===== config.mk =====
export PLATFORM = sky130hd
export DESIGN_NAME = acir_top
export DESIGN_NICKNAME = d
export VERILOG_FILES = /design/src/design/acir_pkg.sv /design/src/design/acir_top.sv /design/src/design/acir_ramp.sv
export VERILOG_INCLUDE_DIRS = /design/src /design/src/design
export SDC_FILE = /design/constraint.sdc
export NUM_CORES = 1
export LEC_CHECK = 0
export BUFFER_PORTS_ARGS = -buffer_cell sky130_fd_sc_hd__clkbuf_2
export CAP_MARGIN = 20
export CORE_ASPECT_RATIO = 0.9
export CORE_MARGIN = 8
export CORE_UTILIZATION = 60
export CTS_BUF_LIST = sky130_fd_sc_hd__clkbuf_8
export CTS_CLUSTER_DIAMETER = 60
export DETAILED_ROUTE_END_ITERATION = 10
export GPL_ROUTABILITY_DRIVEN = 0
export PLACE_DENSITY = 0.9
export SETUP_SLACK_MARGIN = 0.15
export SYNTH_ARGS = -nofsm -noshare
export SYNTH_HDL_FRONTEND = slang
export SYNTH_SLANG_ARGS = --single-unit

===== constraint.sdc =====
create_clock -name ref_clk_in -period 5.9 [get_ports ref_clk_in]
set_clock_uncertainty 0.2 [all_clocks]
set_input_delay 0.295 -clock ref_clk_in [delete_from_list [all_inputs] [get_ports ref_clk_in]]
set_output_delay 0.295 -clock ref_clk_in [all_outputs]
set_load 0.01 [all_outputs]

===== src/design/acir_consts.svh =====
`ifndef ACIR_CONSTS_SVH
`define ACIR_CONSTS_SVH
// Functional notes
// - power bits 1/0 drop mic, mixer-to-ADC
// - input coupling 00 split, 1x left, 01 right
// - DAC mix coupling 00 split, 10 left
// - ramp fast/slow steps, 256 steps total
// - threshold 11 holds two slow steps midway
// - irq form: level/pulse, high/low, 8 cycles
// - control bits 5..0 mask the six events
// - masked event still sets its flag
// - level irq active when flags and-not mask
// - pulse on new unmasked or unmasked pending
// - flag bit 6 shows jack presence
// - bit 5 set on jack change, write-1 clears
// - bit 4 read-only short-circuit status
// - bits 3/2 ramp up/down done, write-1 clears
// - bits 1/0 gain up/down done, write-1 clears
// - DAC mix gains right 7-4, left 3-0
// - line 1 gains 5 bit, coupling like input
// - line 2 gains 5 bit, same coupling code
// - mic sidetone gains 5 bit, same coupling
// - output stage gains 5 bit, same coupling
// - gain sequence ends set flag, raise irq
// - headphone ramp end raises irq

`define ACIR_REF_CLK_PERIOD_NS 10

`define ACIR_OFS_FIRST 5'h06
`define ACIR_OFS_LAST 5'h12
`define ACIR_OFS_POWER_MODE_TWO 5'h06
`define ACIR_OFS_INTERRUPT_CONTROL 5'h08
`define ACIR_OFS_INTERRUPT_FLAGS 5'h09
`define ACIR_OFS_DAC_MIX_GAIN 5'h0A
`define ACIR_OFS_LINE_ONE_LEFT 5'h0B
`define ACIR_OFS_LINE_ONE_RIGHT 5'h0C
`define ACIR_OFS_LINE_TWO_LEFT 5'h0D
`define ACIR_OFS_LINE_TWO_RIGHT 5'h0E
`define ACIR_OFS_MIC_LEFT 5'h0F
`define ACIR_OFS_MIC_RIGHT 5'h10
`define ACIR_OFS_OUTSTAGE_LEFT 5'h11
`define ACIR_OFS_OUTSTAGE_RIGHT 5'h12

`define ACIR_RST_POWER_MODE_TWO 8'h03
`define ACIR_RST_INTERRUPT_CONTROL 8'h3F
`define ACIR_RST_INTERRUPT_FLAGS 8'h00
`define ACIR_RST_DAC_MIX_GAIN 8'h00
`define ACIR_RST_MIX_GAIN 8'h04
`define ACIR_RST_OUTSTAGE_GAIN 8'h0A

`define ACIR_MASK_FULL 8'hFF
`define ACIR_MASK_LEFT_GAIN 8'hDF
`define ACIR_MASK_RIGHT_GAIN 8'h1F
`define ACIR_MASK_NONE 8'h00
`define ACIR_FLAG_W1C_MASK 6'h2F

`define ACIR_BIT_MIC_PD 1
`define ACIR_BIT_IND_PD 0
`define ACIR_BIT_LOAD_TYPE 2
`define ACIR_BIT_STANDBY 1
`define ACIR_BIT_SLEEP 0
`define ACIR_BIT_IRQ_PULSE 7
`define ACIR_BIT_IRQ_LOW 6
`define ACIR_BIT_JACK 6
`define ACIR_BIT_JACK_EVENT 5

`define ACIR_RAMP_FAST_STEP_NS 875000
`define ACIR_RAMP_SLOW_RATIO 2
`define ACIR_RAMP_THRESH_UNIT 16
`define ACIR_RAMP_MID_LOW 8'h7F
`define ACIR_RAMP_MID_HIGH 8'h80
`define ACIR_RAMP_HOLD_CODE 2'h3
`define ACIR_IRQ_PULSE_CYCLES 4'h8

`endif


===== src/design/acir_pkg.sv =====
package acir_pkg;

    typedef struct packed {
        logic [4:0] left;
        logic [4:0] right;
    } acir_gain_pair_t;

    typedef struct packed {
        acir_gain_pair_t input_amp;
        acir_gain_pair_t dacmix;
        acir_gain_pair_t line1;
        acir_gain_pair_t line2;
        acir_gain_pair_t mic;
        acir_gain_pair_t outstage;
    } acir_gains_t;

    typedef struct packed {
        logic [4:0] addr;
        logic wr;
        logic [7:0] wdata;
    } acir_reg_req_t;

    typedef enum logic [1:0] {RAMP_IDLE, RAMP_RISE, RAMP_FALL}
        acir_ramp_state_t;

    // tick limited to 24 bits, enough for 2 slow steps at 100 MHz
    typedef struct packed {
        acir_ramp_state_t state;
        logic [7:0] level;
        logic [23:0] tick;
        logic pd_q;
        logic up_done;
        logic down_done;
    } acir_ramp_regs_t;

    typedef struct packed {
        logic [12:0][7:0] regs;
        logic [5:0] flags;
        logic jack_s1;
        logic jack_s2;
        logic jack_q;
        logic short_s1;
        logic short_s2;
        logic [5:0] pend_q;
        logic [3:0] pulse_cnt;
        logic irq;
        logic [7:0] rdata;
        acir_gains_t gains;
    } acir_top_regs_t;

    // code 00 split, 1x left drives both, 01 right drives both
    function automatic acir_gain_pair_t acir_couple(
        input logic [1:0] code,
        input logic [4:0] left,
        input logic [4:0] right
    );
        acir_gain_pair_t p;
        p.left = left;
        p.right = right;
        if (code[1])
        begin
            p.right = left;
        end
        else if (code[0])
        begin
            p.left = right;
        end
        return p;
    endfunction

endpackage


===== src/design/acir_top.sv =====
`timescale 1ns/1ps
`include "acir_consts.svh"
module acir_top import acir_pkg::*; #(
    parameter int FAST_STEP_CYCLES =
        `ACIR_RAMP_FAST_STEP_NS / `ACIR_REF_CLK_PERIOD_NS,
    parameter int SLOW_RATIO = `ACIR_RAMP_SLOW_RATIO,
    parameter int THRESH_UNIT = `ACIR_RAMP_THRESH_UNIT
) (
    input wire logic ref_clk_in,
    input wire logic sys_rst_in,
    input wire acir_reg_req_t reg_req_in,
    input wire logic output_stage_powerdown_in,
    input wire logic [1:0] ramp_threshold_in,
    input wire logic gain_up_done_in,
    input wire logic gain_down_done_in,
    input wire logic jack_detect_in,
    input wire logic output_short_in,
    input wire logic [4:0] input_gain_left_in,
    input wire logic [4:0] input_gain_right_in,
    output logic [7:0] reg_rdata_out,
    output logic mic_input_powerdown_out,
    output logic mixer_to_adc_powerdown_out,
    output logic output_load_type_select_out,
    output logic complete_standby_out,
    output logic sleep_select_out,
    output logic [7:0] ramp_level_out,
    output acir_gains_t gains_out,
    output logic irq_out
);
    localparam int NREGS = 13;

    acir_top_regs_t s;
    acir_top_regs_t next_s;
    logic ramp_up_done;
    logic ramp_down_done;
    logic in_range;
    logic [3:0] idx;
    logic [7:0] mask;
    logic [5:0] evt;
    logic [5:0] clr;
    logic [5:0] pend;
    logic [5:0] fresh;
    logic [7:0] interrupt_control;
    logic active;

    function automatic logic [3:0] slot(input logic [4:0] ofs);
        return 4'(ofs - `ACIR_OFS_FIRST);
    endfunction

    // slots 07 and 09 hold no writable bits; flags live apart
    function automatic logic [7:0] write_mask(input logic [3:0] i);
        logic [4:0] a;
        a = 5'(i) + `ACIR_OFS_FIRST;
        case (a)
            `ACIR_OFS_POWER_MODE_TWO,
            `ACIR_OFS_INTERRUPT_CONTROL,
            `ACIR_OFS_DAC_MIX_GAIN: return `ACIR_MASK_FULL;
            `ACIR_OFS_LINE_ONE_LEFT,
            `ACIR_OFS_LINE_TWO_LEFT,
            `ACIR_OFS_MIC_LEFT,
            `ACIR_OFS_OUTSTAGE_LEFT: return `ACIR_MASK_LEFT_GAIN;
            `ACIR_OFS_LINE_ONE_RIGHT,
            `ACIR_OFS_LINE_TWO_RIGHT,
            `ACIR_OFS_MIC_RIGHT,
            `ACIR_OFS_OUTSTAGE_RIGHT: return `ACIR_MASK_RIGHT_GAIN;
            default: return `ACIR_MASK_NONE;
        endcase
    endfunction

    function automatic logic [7:0] reset_value(input logic [3:0] i);
        logic [4:0] a;
        a = 5'(i) + `ACIR_OFS_FIRST;
        case (a)
            `ACIR_OFS_POWER_MODE_TWO: return `ACIR_RST_POWER_MODE_TWO;
            `ACIR_OFS_INTERRUPT_CONTROL:
                return `ACIR_RST_INTERRUPT_CONTROL;
            `ACIR_OFS_DAC_MIX_GAIN: return `ACIR_RST_DAC_MIX_GAIN;
            `ACIR_OFS_OUTSTAGE_LEFT,
            `ACIR_OFS_OUTSTAGE_RIGHT: return `ACIR_RST_OUTSTAGE_GAIN;
            `ACIR_OFS_LINE_ONE_LEFT,
            `ACIR_OFS_LINE_ONE_RIGHT,
            `ACIR_OFS_LINE_TWO_LEFT,
            `ACIR_OFS_LINE_TWO_RIGHT,
            `ACIR_OFS_MIC_LEFT,
            `ACIR_OFS_MIC_RIGHT: return `ACIR_RST_MIX_GAIN;
            default: return 8'h00;
        endcase
    endfunction

    function automatic logic [7:0] gain_reg(
        input acir_top_regs_t st,
        input logic [4:0] ofs
    );
        return st.regs[slot(ofs)];
    endfunction

    function automatic acir_top_regs_t reset_state();
        acir_top_regs_t v;
        v = '0;
        for (int i = 0; i < NREGS; i++)
        begin
            v.regs[i] = reset_value(4'(i));
        end
        return v;
    endfunction

    acir_ramp #(
        .FAST_STEP_CYCLES(FAST_STEP_CYCLES),
        .SLOW_RATIO(SLOW_RATIO),
        .THRESH_UNIT(THRESH_UNIT)
    ) u_ramp (
        .ref_clk_in(ref_clk_in),
        .sys_rst_in(sys_rst_in),
        .powerdown_in(output_stage_powerdown_in),
        .threshold_in(ramp_threshold_in),
        .level_out(ramp_level_out),
        .up_done_out(ramp_up_done),
        .down_done_out(ramp_down_done)
    );

    always_comb
    begin
        next_s = s;
        interrupt_control = gain_reg(s, `ACIR_OFS_INTERRUPT_CONTROL);
        in_range = (reg_req_in.addr >= `ACIR_OFS_FIRST) &&
            (reg_req_in.addr <= `ACIR_OFS_LAST);
        idx = slot(reg_req_in.addr);
        mask = in_range ? write_mask(idx) : `ACIR_MASK_NONE;

        // pins: two flops before anything looks at them
        next_s.jack_s1 = jack_detect_in;
        next_s.jack_s2 = s.jack_s1;
        next_s.jack_q = s.jack_s2;
        next_s.short_s1 = output_short_in;
        next_s.short_s2 = s.short_s1;

        evt = {s.jack_s2 ^ s.jack_q,
            1'b0,
            ramp_up_done, ramp_down_done,
            gain_up_done_in, gain_down_done_in};
        clr = 6'h00;
        if (reg_req_in.wr &&
            reg_req_in.addr == `ACIR_OFS_INTERRUPT_FLAGS)
        begin
            clr = reg_req_in.wdata[5:0] & `ACIR_FLAG_W1C_MASK;
        end
        // set beats clear; masks never gate flag setting
        next_s.flags = (s.flags & ~clr) | evt;

        if (reg_req_in.wr && in_range)
        begin
            next_s.regs[idx] = (s.regs[idx] & ~mask) |
                (reg_req_in.wdata & mask);
        end

        pend = {s.flags[5], s.short_s2, s.flags[3:0]} & ~interrupt_control[5:0];
        fresh = pend & ~s.pend_q;
        next_s.pend_q = pend;
        if (|fresh)
        begin
            next_s.pulse_cnt = `ACIR_IRQ_PULSE_CYCLES;
        end
        else if (s.pulse_cnt != 4'h0)
        begin
            next_s.pulse_cnt = s.pulse_cnt - 4'h1;
        end
        if (interrupt_control[`ACIR_BIT_IRQ_PULSE])
        begin
            active = next_s.pulse_cnt != 4'h0;
        end
        else
        begin
            active = |pend;
        end
        next_s.irq = active ^ interrupt_control[`ACIR_BIT_IRQ_LOW];

        // slices taken on the register array; a call result has no select
        next_s.gains.input_amp = acir_couple(
            s.regs[slot(`ACIR_OFS_POWER_MODE_TWO)][7:6],
            input_gain_left_in, input_gain_right_in);
        next_s.gains.dacmix = acir_couple(
            s.regs[slot(`ACIR_OFS_POWER_MODE_TWO)][5:4],
            {1'b0, s.regs[slot(`ACIR_OFS_DAC_MIX_GAIN)][3:0]},
            {1'b0, s.regs[slot(`ACIR_OFS_DAC_MIX_GAIN)][7:4]});
        next_s.gains.line1 = acir_couple(
            s.regs[slot(`ACIR_OFS_LINE_ONE_LEFT)][7:6],
            s.regs[slot(`ACIR_OFS_LINE_ONE_LEFT)][4:0],
            s.regs[slot(`ACIR_OFS_LINE_ONE_RIGHT)][4:0]);
        next_s.gains.line2 = acir_couple(
            s.regs[slot(`ACIR_OFS_LINE_TWO_LEFT)][7:6],
            s.regs[slot(`ACIR_OFS_LINE_TWO_LEFT)][4:0],
            s.regs[slot(`ACIR_OFS_LINE_TWO_RIGHT)][4:0]);
        next_s.gains.mic = acir_couple(
            s.regs[slot(`ACIR_OFS_MIC_LEFT)][7:6],
            s.regs[slot(`ACIR_OFS_MIC_LEFT)][4:0],
            s.regs[slot(`ACIR_OFS_MIC_RIGHT)][4:0]);
        next_s.gains.outstage = acir_couple(
            s.regs[slot(`ACIR_OFS_OUTSTAGE_LEFT)][7:6],
            s.regs[slot(`ACIR_OFS_OUTSTAGE_LEFT)][4:0],
            s.regs[slot(`ACIR_OFS_OUTSTAGE_RIGHT)][4:0]);

        // read data follows the address one cycle later
        if (reg_req_in.addr == `ACIR_OFS_INTERRUPT_FLAGS)
        begin
            next_s.rdata = {1'b0, s.jack_s2, s.flags[5],
                s.short_s2, s.flags[3:0]};
        end
        else if (in_range)
        begin
            next_s.rdata = s.regs[idx] & write_mask(idx);
        end
        else
        begin
            next_s.rdata = 8'h00;
        end
    end

    always_ff @(posedge ref_clk_in)
    begin
        if (sys_rst_in)
        begin
            s <= reset_state();
        end
        else
        begin
            s <= next_s;
        end
    end

    assign reg_rdata_out = s.rdata;
    assign mic_input_powerdown_out =
        s.regs[slot(`ACIR_OFS_POWER_MODE_TWO)][`ACIR_BIT_MIC_PD];
    assign mixer_to_adc_powerdown_out =
        s.regs[slot(`ACIR_OFS_POWER_MODE_TWO)][`ACIR_BIT_IND_PD];
    assign output_load_type_select_out =
        s.regs[slot(`ACIR_OFS_POWER_MODE_TWO)][`ACIR_BIT_LOAD_TYPE];
    assign complete_standby_out =
        s.regs[slot(`ACIR_OFS_POWER_MODE_TWO)][`ACIR_BIT_STANDBY];
    assign sleep_select_out =
        s.regs[slot(`ACIR_OFS_POWER_MODE_TWO)][`ACIR_BIT_SLEEP];
    assign gains_out = s.gains;
    assign irq_out = s.irq;
endmodule


===== src/design/acir_ramp.sv =====
`timescale 1ns/1ps
`include "acir_consts.svh"
module acir_ramp import acir_pkg::*; #(
    parameter int FAST_STEP_CYCLES =
        `ACIR_RAMP_FAST_STEP_NS / `ACIR_REF_CLK_PERIOD_NS,
    parameter int SLOW_RATIO = `ACIR_RAMP_SLOW_RATIO,
    parameter int THRESH_UNIT = `ACIR_RAMP_THRESH_UNIT
) (
    input wire logic ref_clk_in,
    input wire logic sys_rst_in,
    input wire logic powerdown_in,
    input wire logic [1:0] threshold_in,
    output logic [7:0] level_out,
    output logic up_done_out,
    output logic down_done_out
);
    localparam logic [23:0] FAST_C = 24'(FAST_STEP_CYCLES);
    localparam logic [23:0] SLOW_C = 24'(FAST_STEP_CYCLES * SLOW_RATIO);

    acir_ramp_regs_t r;
    acir_ramp_regs_t next_r;
    logic [8:0] zone;
    logic slow;
    logic hold;
    logic [23:0] period;

    always_comb
    begin
        next_r = r;
        next_r.up_done = 1'b0;
        next_r.down_done = 1'b0;
        next_r.pd_q = powerdown_in;
        zone = 9'(int'(threshold_in) * THRESH_UNIT);
        slow = ({1'b0, r.level} >= 9'h080 - zone) &&
            ({1'b0, r.level} < 9'h080 + zone);
        hold = (threshold_in == `ACIR_RAMP_HOLD_CODE) &&
            (((r.state == RAMP_FALL) && (r.level == `ACIR_RAMP_MID_LOW)) ||
            ((r.state == RAMP_RISE) && (r.level == `ACIR_RAMP_MID_HIGH)));
        period = hold ? 24'(SLOW_C << 1) : (slow ? SLOW_C : FAST_C);
        if (powerdown_in != r.pd_q)
        begin
            // a direction change restarts from the present level
            next_r.state = powerdown_in ? RAMP_FALL : RAMP_RISE;
            next_r.tick = 24'h000000;
        end
        else
        begin
            unique case (r.state)
                RAMP_IDLE:
                begin
                    next_r.tick = 24'h000000;
                end
                RAMP_RISE:
                begin
                    if (r.tick >= period - 24'h000001)
                    begin
                        next_r.tick = 24'h000000;
                        if (r.level == 8'hFF)
                        begin
                            next_r.state = RAMP_IDLE;
                            next_r.up_done = 1'b1;
                        end
                        else
                        begin
                            next_r.level = r.level + 8'h01;
                        end
                    end
                    else
                    begin
                        next_r.tick = r.tick + 24'h000001;
                    end
                end
                RAMP_FALL:
                begin
                    if (r.tick >= period - 24'h000001)
                    begin
                        next_r.tick = 24'h000000;
                        if (r.level == 8'h00)
                        begin
                            next_r.state = RAMP_IDLE;
                            next_r.down_done = 1'b1;
                        end
                        else
                        begin
                            next_r.level = r.level - 8'h01;
                        end
                    end
                    else
                    begin
                        next_r.tick = r.tick + 24'h000001;
                    end
                end
                default:
                begin
                    next_r.state = RAMP_IDLE;
                end
            endcase
        end
    end

    always_ff @(posedge ref_clk_in)
    begin
        if (sys_rst_in)
        begin
            r <= '{state: RAMP_IDLE, level: 8'h00, tick: 24'h000000,
                pd_q: 1'b1, up_done: 1'b0, down_done: 1'b0};
        end
        else
        begin
            r <= next_r;
        end
    end

    assign level_out = r.level;
    assign up_done_out = r.up_done;
    assign down_done_out = r.down_done;
endmodule


[Word level (Yosys, flattened, before mapping)]
Memories as Yosys holds them, arrays and structs flattened.
Cells that the tools add are included.
Operators by class
  order comparisons: 7
  add/sub/neg operators: 9
  reductions and logical operators: 25
  bitwise gates (word level): 19
  mux-type cells: 48
  equal/unequal tests: 17
Operators with widths (number)
  104-bit bitwise mux: 1
  5-bit 2-to-1 mux: 15
  8-bit 2-to-1 mux: 7
  24-bit 2-to-1 mux: 2
  24-bit case mux with 2 select lines: 1
  8-bit binary-select mux with 4-bit select: 1
  8-bit demux with 4-bit select: 1
  24-bit by 1-bit adder with 24-bit output (second input constant): 1
  8-bit AND: 3
  24-bit greater-or-equal comparator: 1
  24-bit by 1-bit subtractor with 24-bit output (second input constant): 1
  10-bit 2-to-1 mux: 2
  4-bit 2-to-1 mux: 5
  6-bit AND: 3
  18-bit 2-to-1 mux: 1
  6-bit NOT: 3
  8-bit == test (second input constant): 2
  8-bit case mux with 2 select lines: 1
  7-bit 2-to-1 mux: 2
  3-bit inequality test (second input constant): 4
  6-bit OR reduction: 2
  8-bit by 6-bit adder with 9-bit output (first input constant): 1
  8-bit by 9-bit greater-or-equal comparator with 1-bit output: 1
  8-bit by 9-bit less-than comparator with 1-bit output: 1
  37 further kinds: 63
Word-level totals
  memories: 2
  output and inout bits: 82
  ROM bits: 512
  flip-flop bits (word level): 231
Memories
  (name not given): depth 32, bits a word 8, read ports 1, clocked after memory_dff 0, wr ports 0, RTL line acir_top.sv:54  | case (a)
  (name not given): depth 32, bits a word 8, read ports 1, clocked after memory_dff 0, wr ports 0, RTL line acir_top.sv:54

[Longest topological paths before layout]
Gate-level depths: netlist of the first run.
  depth after elaboration: 10
  gate-level depth with buffers: 19
  mapped depth without buffers: 18

[By module]
A second synthesis of the first run with hierarchy kept.
Unflattened totals
  cell total of the unflattened synthesis: 1244
  area, all modules: 11290.8 um2
By module, submodules not included
  acir_top: cells each 912, times used 1, area an instance 8491.9 um2
  acir_ramp: cells each 332, times used 1, area an instance 2798.9 um2

[Least setup slack after synthesis of the first run]
OpenSTA, ideal clock, no wires.
  path kind: input -> register
  from: input ramp_threshold_in[1]
  to: register u_ramp.r, in the netlist u_ramp.level_out[2]
  arrival time: 4030 ps
  buffers on the path: 0
  stages on the path: 17
  slack: 1549 ps
  required time: 5579 ps
  path through: inv_1 ha_1 inv_1 ha_1 a2111o_1 o221a_2 and2_4 inv_1 ha_1 a31o_2 a211o_1 a21oi_1 nand2b_1 a311o_4 o31ai_4 a21o_2 mux2_2
On the way
  cells in the longest elaborated chain, start to end: 9
  elaborated cells between the ends (all ways): 14
Ends and longest elaborated chain
  start: declaration: RTL line acir_top.sv:13  | input wire logic [1:0] ramp_threshold_in,
  8-bit by 6-bit subtractor with 9-bit output / 8-bit by 6-bit adder with 9-bit output (equally long branches): RTL line acir_ramp.sv:34, acir_ramp.sv:35
  8-bit by 9-bit greater-or-equal comparator with 1-bit output / 8-bit by 9-bit less-than comparator with 1-bit output (equally long branches): RTL line acir_ramp.sv:34, acir_ramp.sv:35
  1-bit logical AND: RTL line acir_ramp.sv:34  | slow = ({1'b0, r.level} >= 9'h080 - zone) &&
  18-bit 2-to-1 mux: RTL line acir_ramp.sv:39  | period = hold ? 24'(SLOW_C << 1) : (slow ? SLOW_C : FAST_C);
  24-bit 2-to-1 mux *: RTL line acir_ramp.sv:39
  24-bit by 1-bit subtractor with 24-bit output *: RTL line acir_ramp.sv:55, acir_ramp.sv:75
  24-bit greater-or-equal comparator *: RTL line acir_ramp.sv:55, acir_ramp.sv:75
  2-bit inequality test (no line)
  6-bit AND reduction (no line) *
  end signal: assignment: RTL line acir_ramp.sv:105  | r <= '{state: RAMP_IDLE, level: 8'h00, tick: 24'h000000,
  end signal: assignment: RTL line acir_ramp.sv:110  | r <= next_r;
  end: declaration: RTL line acir_ramp.sv:20  | acir_ramp_regs_t r;
Every way passes the cells marked *; elsewhere a longest branch is shown, timed or not.
A chain may end at the register's enable or synchronous reset.

[Final worst setup path of the first run]
  from: register u_ramp.r, in the netlist u_ramp.level_out[0]
  to: register u_ramp.r[6] in the netlist's numbering
On the way
  cells in the longest elaborated chain, start to end: 9
  elaborated cells between the ends (all ways): 15
Ends and longest elaborated chain
  branches (longest 4 deep; another with 8-bit by 9-bit greater-or-equal comparator with 1-bit output)
  24-bit 2-to-1 mux *: RTL line acir_ramp.sv:39
  24-bit by 1-bit subtractor with 24-bit output *: RTL line acir_ramp.sv:55, acir_ramp.sv:75
  24-bit greater-or-equal comparator *: RTL line acir_ramp.sv:55, acir_ramp.sv:75
  24-bit 2-to-1 mux *: RTL line acir_ramp.sv:55, acir_ramp.sv:75
  24-bit case mux with 2 select lines *: RTL line acir_ramp.sv:48  | unique case (r.state)
Every way passes the cells marked *.

==> summary.md, run 1 <==
| Metric | Value |
|---|---|
| Critical path cell sequence | or4_1 > or4_1 > o32a_2 > and2_4 > inv_1 > ha_1 > a2111oi_0 > o21ai_0 > a21oi_1 > nand2b_1 > a311o_4 > o21ai_4 > nand3_1 > o21ai_0 |
| Vias per cell | 5.86 |
| Worst Path Required | approximately 6.2 ns |
| CTS root buf | clkbuf_8 |
| Total number of vias | 8985 |
| Post-Syn Instances | 1224 |
| Final number of setup-violating endpoints | 0 |
| CTS Hold Buffers Added | 28 |
| Crit-path max FO | 26 |
| Max VDD drop | 187 uV |
| Post-Syn Area | 11100 um^2 |
| Pin count of the biggest net entering global routing | 139 |
| Die W | approximately 160 um |
| Min cycle time layout | 5.03 ns |
| Setup TNS | 0 ns |
| Max Slew Vio Count | 0 |
| Crit Path Category | reg -> reg |
| Worst-path clk slew | 0.06 ns |
| Syn_area_per_cell | between 9 and 10 um^2 |
| Antenna diode count | 0 |
| Initial core utilization | about three fifths |
| Critical path's top delay family | compound AO/OA/AOI/OAI gates |
| Seq/Total Area, Yosys | around 41% |
| Yosys reg bits | 228 |
| R2R Setup Slk | 0.87 ns |
| Worst-margin pin slew | approximately 1.1 ns |
| Slowest-stage cell, CP | or4_1 |
| Crit start category | register |
| Drt pass-1 iters | 5 |
| RR Startpoint | u_ramp.level_out[0] |
| Share of cells above drive strength 1 | between 10% and 20% |
| Power Density | ~270 nW/um^2 |
| Yosys cell types | 64 |
| Final period util | a little under nine tenths |
| R2R depth | 14 |
| Wire per inst | between 15 and 20 um |
| Initial drt markers | between 700 and 800 |
| Critical Path Sink | u_ramp.r[6] |
| P&R area growth vs syn | 10.3% |
| CP startpoint | u_ramp.level_out[0] |
| Post-cts resize count | 0 |
| Multi-input gate area | about 5500 um^2 |
| Status | finished, final reports clean |
| Vias in the first global route | 8876 |
| Rows | 47 |
| PortBufs | 112 |
| Post CTS Setup Buffer Count | 0 |
| Post-synth ARST share | 0% |
| Maximum operating frequency | 0.199 GHz |
| Synth Warn # | 0 |
| Core box area | 18300 um^2 |
| Crit-path max cell delay | about 0.55 ns |
| CTS tree | yes |
| Residual DRC | 0 |
| MaxCap Viol Count | 0 |
| ANT nets after route | 0 |
| Fill count | 1356 |
| Total Wirelength | 26500 um |
| Worst-Skew Late Latency | 0.56 ns |
| HPWL Detailed | 18100 um |
| Hold Fails Final Rpt | 0 |
| Slew HR | between 20% and 30% |
| Crit path DAT | 5.29 ns |
| Total CTS buffers | 37 |
| Fin cells | 1533 |
| Grt ovf | 0 |
| Crit. End Element | register |
| Static leakage | 0.00506 uW |
| IO Pins | 115 |
| R2r endpoint | u_ramp.r[6] |
| Most used flip-flop cell after synthesis | dfxtp_1 |
| DIE HEIGHT | 145 um |
| DIE AREA | 23100 um^2 |
| Longest Clk Path Bufs | 3 |
| Nets | 1333 |
| CP Buf/Inv Count | 1 |
| Unrepaired setup endpoints after global routing | no |
| GRT Overall Usage | about 22% |
| Htree depth | 2 |
| Global-route wire length before repair | 43700 um |
| Initial antenna violation count | 0 |
| Crit path depth | 14 |
| Post-synth EDFFs | 0 |
| Inst Count DP | 1438 |
| FF+latch area | 4560 um^2 |
| Clock Sinks | around 230 |
| HP Class | in -> reg |
==> final cells by class <==
cell class                      instances  share of cell area, %
Clock buffer                           44                   4.95
Clock inverter                         21                   1.12
Inverter                               43                   1.32
Multi-Input combinational cell        798                   45.1
Sequential cell                       228                   37.3
Tap cell                              245                   2.50
Timing Repair Buffer                  154                   7.76
==> cell families after synthesis <==
logic type               after synthesis  synth area share (%)
multiplexers                         120                  13.6
flip-flops                           228                  41.1
buffers and inverters                200                  9.51
AO/OA/AOI/OAI                        202                  12.2
adder cells (fa/ha/maj)               38                  4.35
XOR/XNOR                              15                  1.18
AND/OR/NAND/NOR                      420                  18.0
other                                  1                0.0338
==> cell usage in the layout, fill, tap and decap left out, types with 9 or more instances in the layout <==
| master | Yosys | layout |
|---|---|---|
| a211oi_1 | 53 | 53 |
| mux2i_1 | 89 | 89 |
| nor2b_1 | 49 | 49 |
| or2_2 | 9 | 9 |
| nand2_1 | 65 | 65 |
| nand4_1 | 12 | 12 |
| dlygate4sd3_1 | 0 | 28 |
| nor3_1 | 14 | 14 |
| nand2b_1 | 21 | 21 |
| clkbuf_8 | 0 | 44 |
| and3_1 | 11 | 11 |
| a21oi_1 | 53 | 53 |
| clkbuf_2 | 0 | 111 |
| dfxtp_1 | 228 | 228 |
| o21ai_0 | 37 | 37 |
| ha_1 | 37 | 37 |
| inv_1 | 43 | 54 |
| a41oi_1 | 9 | 9 |
| buf_4 | 79 | 13 |
| nor2_1 | 185 | 185 |
| a211o_1 | 10 | 10 |
| nand3_1 | 22 | 22 |
| mux4_2 | 24 | 24 |
==> how the worst min path moves through the flow <==
stage | from | end | slack [ns] | cells past startpoint
2_1_floorplan | output_stage_powerdown_in | u_ramp.r[2] | 0.20 | 1
3_3_place_gp | next_s[82] | next_s[81] | 0.23 | 1
3_5_place_dp | next_s[82] | next_s[81] | 0.23 | 1
4_1_cts | reg_req_in[1] | interrupt_control[1] | 0.01 | 4
5_1_grt | reg_req_in[1] | s[99] | 0.07 | 3
6_report | reg_req_in[1] | interrupt_control[1] | 0.06 | 4
==> registers in the layout (all words and copies together) (netlist names), 3 cells and up <==
name / count
next_s: 3
reg_rdata_out: 8
u_ramp.level_out: 8
u_ramp.r: 27
gains_out: 58
s: 110
interrupt_control: 8
==> cells in the mapped netlist (5+ instances only) <==
| cell | instances | area share [%] |
|---|---|---|
| nand4_1 | 12 | 0.68 |
| mux2i_1 | 89 | 8.0 |
| xnor2_1 | 8 | 0.63 |
| clkbuf_1 | 65 | 2.2 |
| o22ai_1 | 7 | 0.39 |
| dfxtp_1 | 228 | 41 |
| and3_1 | 11 | 0.62 |
| nor3_1 | 14 | 0.63 |
| nand2b_1 | 21 | 1.2 |
| nand3b_1 | 5 | 0.34 |
| a211oi_1 | 53 | 3.6 |
| nand3_1 | 22 | 0.99 |
| nor4_1 | 6 | 0.34 |
| nor2b_1 | 49 | 2.8 |
| mux2_2 | 5 | 0.51 |
| ha_1 | 37 | 4.2 |
| buf_1 | 6 | 0.20 |
| mux4_2 | 24 | 4.9 |
| or2_2 | 9 | 0.51 |
| nand2_1 | 65 | 2.2 |
| a21oi_1 | 53 | 2.4 |
| nor2_1 | 185 | 6.3 |
| a211o_1 | 10 | 0.79 |
| xor2_1 | 7 | 0.55 |
| a41oi_1 | 9 | 0.71 |
| buf_4 | 79 | 5.3 |
| buf_2 | 7 | 0.32 |
| o21ai_0 | 37 | 1.7 |
| inv_1 | 43 | 1.5 |
==> tightest hold or removal path: cells and delay by family <==
family | cells | cell delay [ns]
mux | 1 | 0.12
compound gates | 1 | 0.14
buf+inv | 1 | 0.10
simple gates | 1 | 0.11
==> metrics by stage <==
step / total power, uW / util (%) / hold WS (ns) / cell area (um^2) / setup WS, ns
floorplan: 1900 / - / 0.202 / 11100 / 1.55
global placement: 1960 / 61.2 / 0.226 / 11200 / 1.00
detailed placement: 1980 / 61.3 / 0.226 / 11200 / 0.818
CTS: 3350 / 66.9 / 0.0123 / 12200 / 0.989
global route: 3480 / 66.9 / 0.0730 / 12200 / 0.510
finish: 3340 / 66.9 / 0.0569 / 12200 / 0.872
==> power breakdown <==
part	switching [uW]	internal, uW
registers	28.4	1570
logic	219	151
clock network	639	731
total	886	2460
==> routing by layer <==
metal	GRT usage, %	part of all wire (%)	routed length, um
met1	25.6	39	10400
met2	37.7	48	12700
met3	5.43	8.4	2220
met4	12.3	4.4	1160
met5	0	0	0
Note: power is estimated with default switching activity, not from simulation.
==> run 2: changes to the inputs <==
==> constraint.sdc (replaced) <==
create_clock -name ref_clk_in -period 6.34 [get_ports ref_clk_in]
set_clock_uncertainty 0.2 [all_clocks]
set_input_delay 0.317 -clock ref_clk_in [delete_from_list [all_inputs] [get_ports ref_clk_in]]
set_output_delay 0.317 -clock ref_clk_in [all_outputs]
set_load 0.01 [all_outputs]
==> summary.md, run 2 (synthesis results as in run 1) <==
| Metric | Value |
|---|---|
| Status | finished, final reports clean |
| Initial drt markers | 646 |
| Drt pass-1 iters | 6 |
| HP Class | in -> reg |
| Post-cts resize count | 0 |
| Total Wirelength | 26000 um |
| Vias per cell | a little under 6 |
| Placed cell area | 11200 um^2 |
| GRT Overall Usage | 22.0% |
| DIE HEIGHT | around 150 um |
| Setup TNS | 0 ns |
| Power Density | 250 nW/um^2 |
| Dpl ws | about 1.3 ns |
| Largest register FFs | 110 |
| HPWL Detailed | ~18000 um |
| Crit path DAT | 5.20 ns |
| P&R area growth vs syn | 9.98% |
| Max Slew Vio Count | 0 |
| Global-route wire length before repair | between 40000 and 50000 um |
| Nets | 1334 |
| Crit-path max FO | 26 |
| Share of cells above drive strength 1 | 17.9% |
| DIE AREA | roughly 23000 um^2 |
| Post CTS Setup Buffer Count | 0 |
| Final number of setup-violating endpoints | 0 |
| Slew HR | 30.5% |
| Grt ovf | 0 |
| Min cycle time layout | 4.96 ns |
| Crit. End Element | register |
| Fill count | about 1400 |
| Die W | 159 um |
| Total number of vias | 8879 |
| Unrepaired setup endpoints after global routing | no |
| Total CTS buffers | 37 |
| Htree depth | 2 |
| Hold_ws | 0.0456 ns |
| Most common cell after layout, fill and taps aside | dfxtp_1 |
| CTS Hold Buffers Added | 27 |
| CTS root buf | clkbuf_8 |
| Hold Fails Final Rpt | 0 |
| Clock Sinks | 228 |
| Worst-Skew Late Latency | 0.53 ns |
| Residual DRC | 0 |
| Initial core utilization | 60.7% |
| Wire per inst | 17.0 um |
| Vias in the first global route | 8897 |
| Core box area | 18300 um^2 |
| Static leakage | a little over 0.005 uW |
| Pin count of the biggest net entering global routing | 123 |
| Antenna diode count | 0 |
| Worst-margin pin slew | approximately 1.0 ns |
| Met3 Use GR | under 10% |
| Final period util | 78.3% |
| ANT nets after route | 0 |
| CTS tree | yes |
| Largest register by flop count | s |
| Crit Path Category | reg -> reg |
| Final instance area | 12200 um^2 |
| Crit start category | register |
| Final WS setup | 1.38 ns |
| Longest Clk Path Bufs | 3 |
| IO Pins | 115 |
| Initial antenna violation count | 0 |
| Maximum operating frequency | 0.202 GHz |
| Commonest cells after routing, fill and taps aside | 228 x dfxtp_1, 185 x nor2_1, 112 x clkbuf_2, 89 x mux2i_1, 65 x nand2_1 |
| PortBufs | 112 |
| Worst Path Required | 6.58 ns |
| Grt peak-use layer | met2 |
| Max VDD drop | 136 uV |
| MaxCap Viol Count | 0 |
| Met2 Use GR | 38.0% |
| Rows | 47 |
| M1 GR Usage | roughly a quarter |
| Worst-path clk slew | around 0.060 ns |
==> run 2: final cells by class <==
| class | instances | area (um^2) | area share [%] |
|---|---|---|---|
| Sequential cell | 228 | 4560 | 37.4 |
| Inverter | 43 | 161 | 1.32 |
| Multi-Input combinational cell | 798 | 5520 | 45.2 |
| Clock inverter | 18 | 116 | 0.953 |
| Clock buffer | 43 | 592 | 4.85 |
| Tap cell | 245 | 307 | 2.51 |
| Timing Repair Buffer | 155 | 955 | 7.82 |
==> run 2: per-layer routing <==
layer | vias up | wire (um)
met3 | 72 | 1970
met1 | 4184 | 10200
met5 | - | 0
met4 | 0 | 709
met2 | 372 | 13100
li1 | 4251 | -
==> run 2: worst max-delay path, cell delays in order (launching register included) <==
cell and delay (ns):
dfxtp_1 0.37, or4_1 0.55, or4_1 0.44, o32a_2 0.29
and2_4 0.18, inv_1 0.15, ha_1 0.30, a31o_2 0.24
a211o_1 0.28, a21oi_1 0.16, a211oi_1 0.08, a311o_4 0.43
o21ai_4 0.56, nand3_1 0.36, o21ai_0 0.26
==> run 2: final timing paths <==
check	slack (ns)	to	cells past startpoint	startpoint
max	1.38	u_ramp.r[18]	14	u_ramp.level_out[0]
min reg2reg	0.23	s[79]	1	next_s[79]
max reg2reg	1.38	u_ramp.r[18]	14	u_ramp.level_out[0]
min	0.05	s[89]	4	reg_req_in[8]
==> run 2: where the power goes <==
part,switching (uW),leakage (uW),internal (uW)
sequential,26.2,0.00185,1460
combinational,203,0.00279,141
clock,564,0.000401,660
==> run 2: per-stage QoR <==
stage	util, %	instances	power, uW
3_3_place_gp	61.2	1436	1820
3_5_place_dp	61.2	1437	1840
5_1_grt	66.8	1530	3190
2_1_floorplan	-	1226	1770
4_1_cts	66.6	1525	3070
6_report	66.8	1530	3060
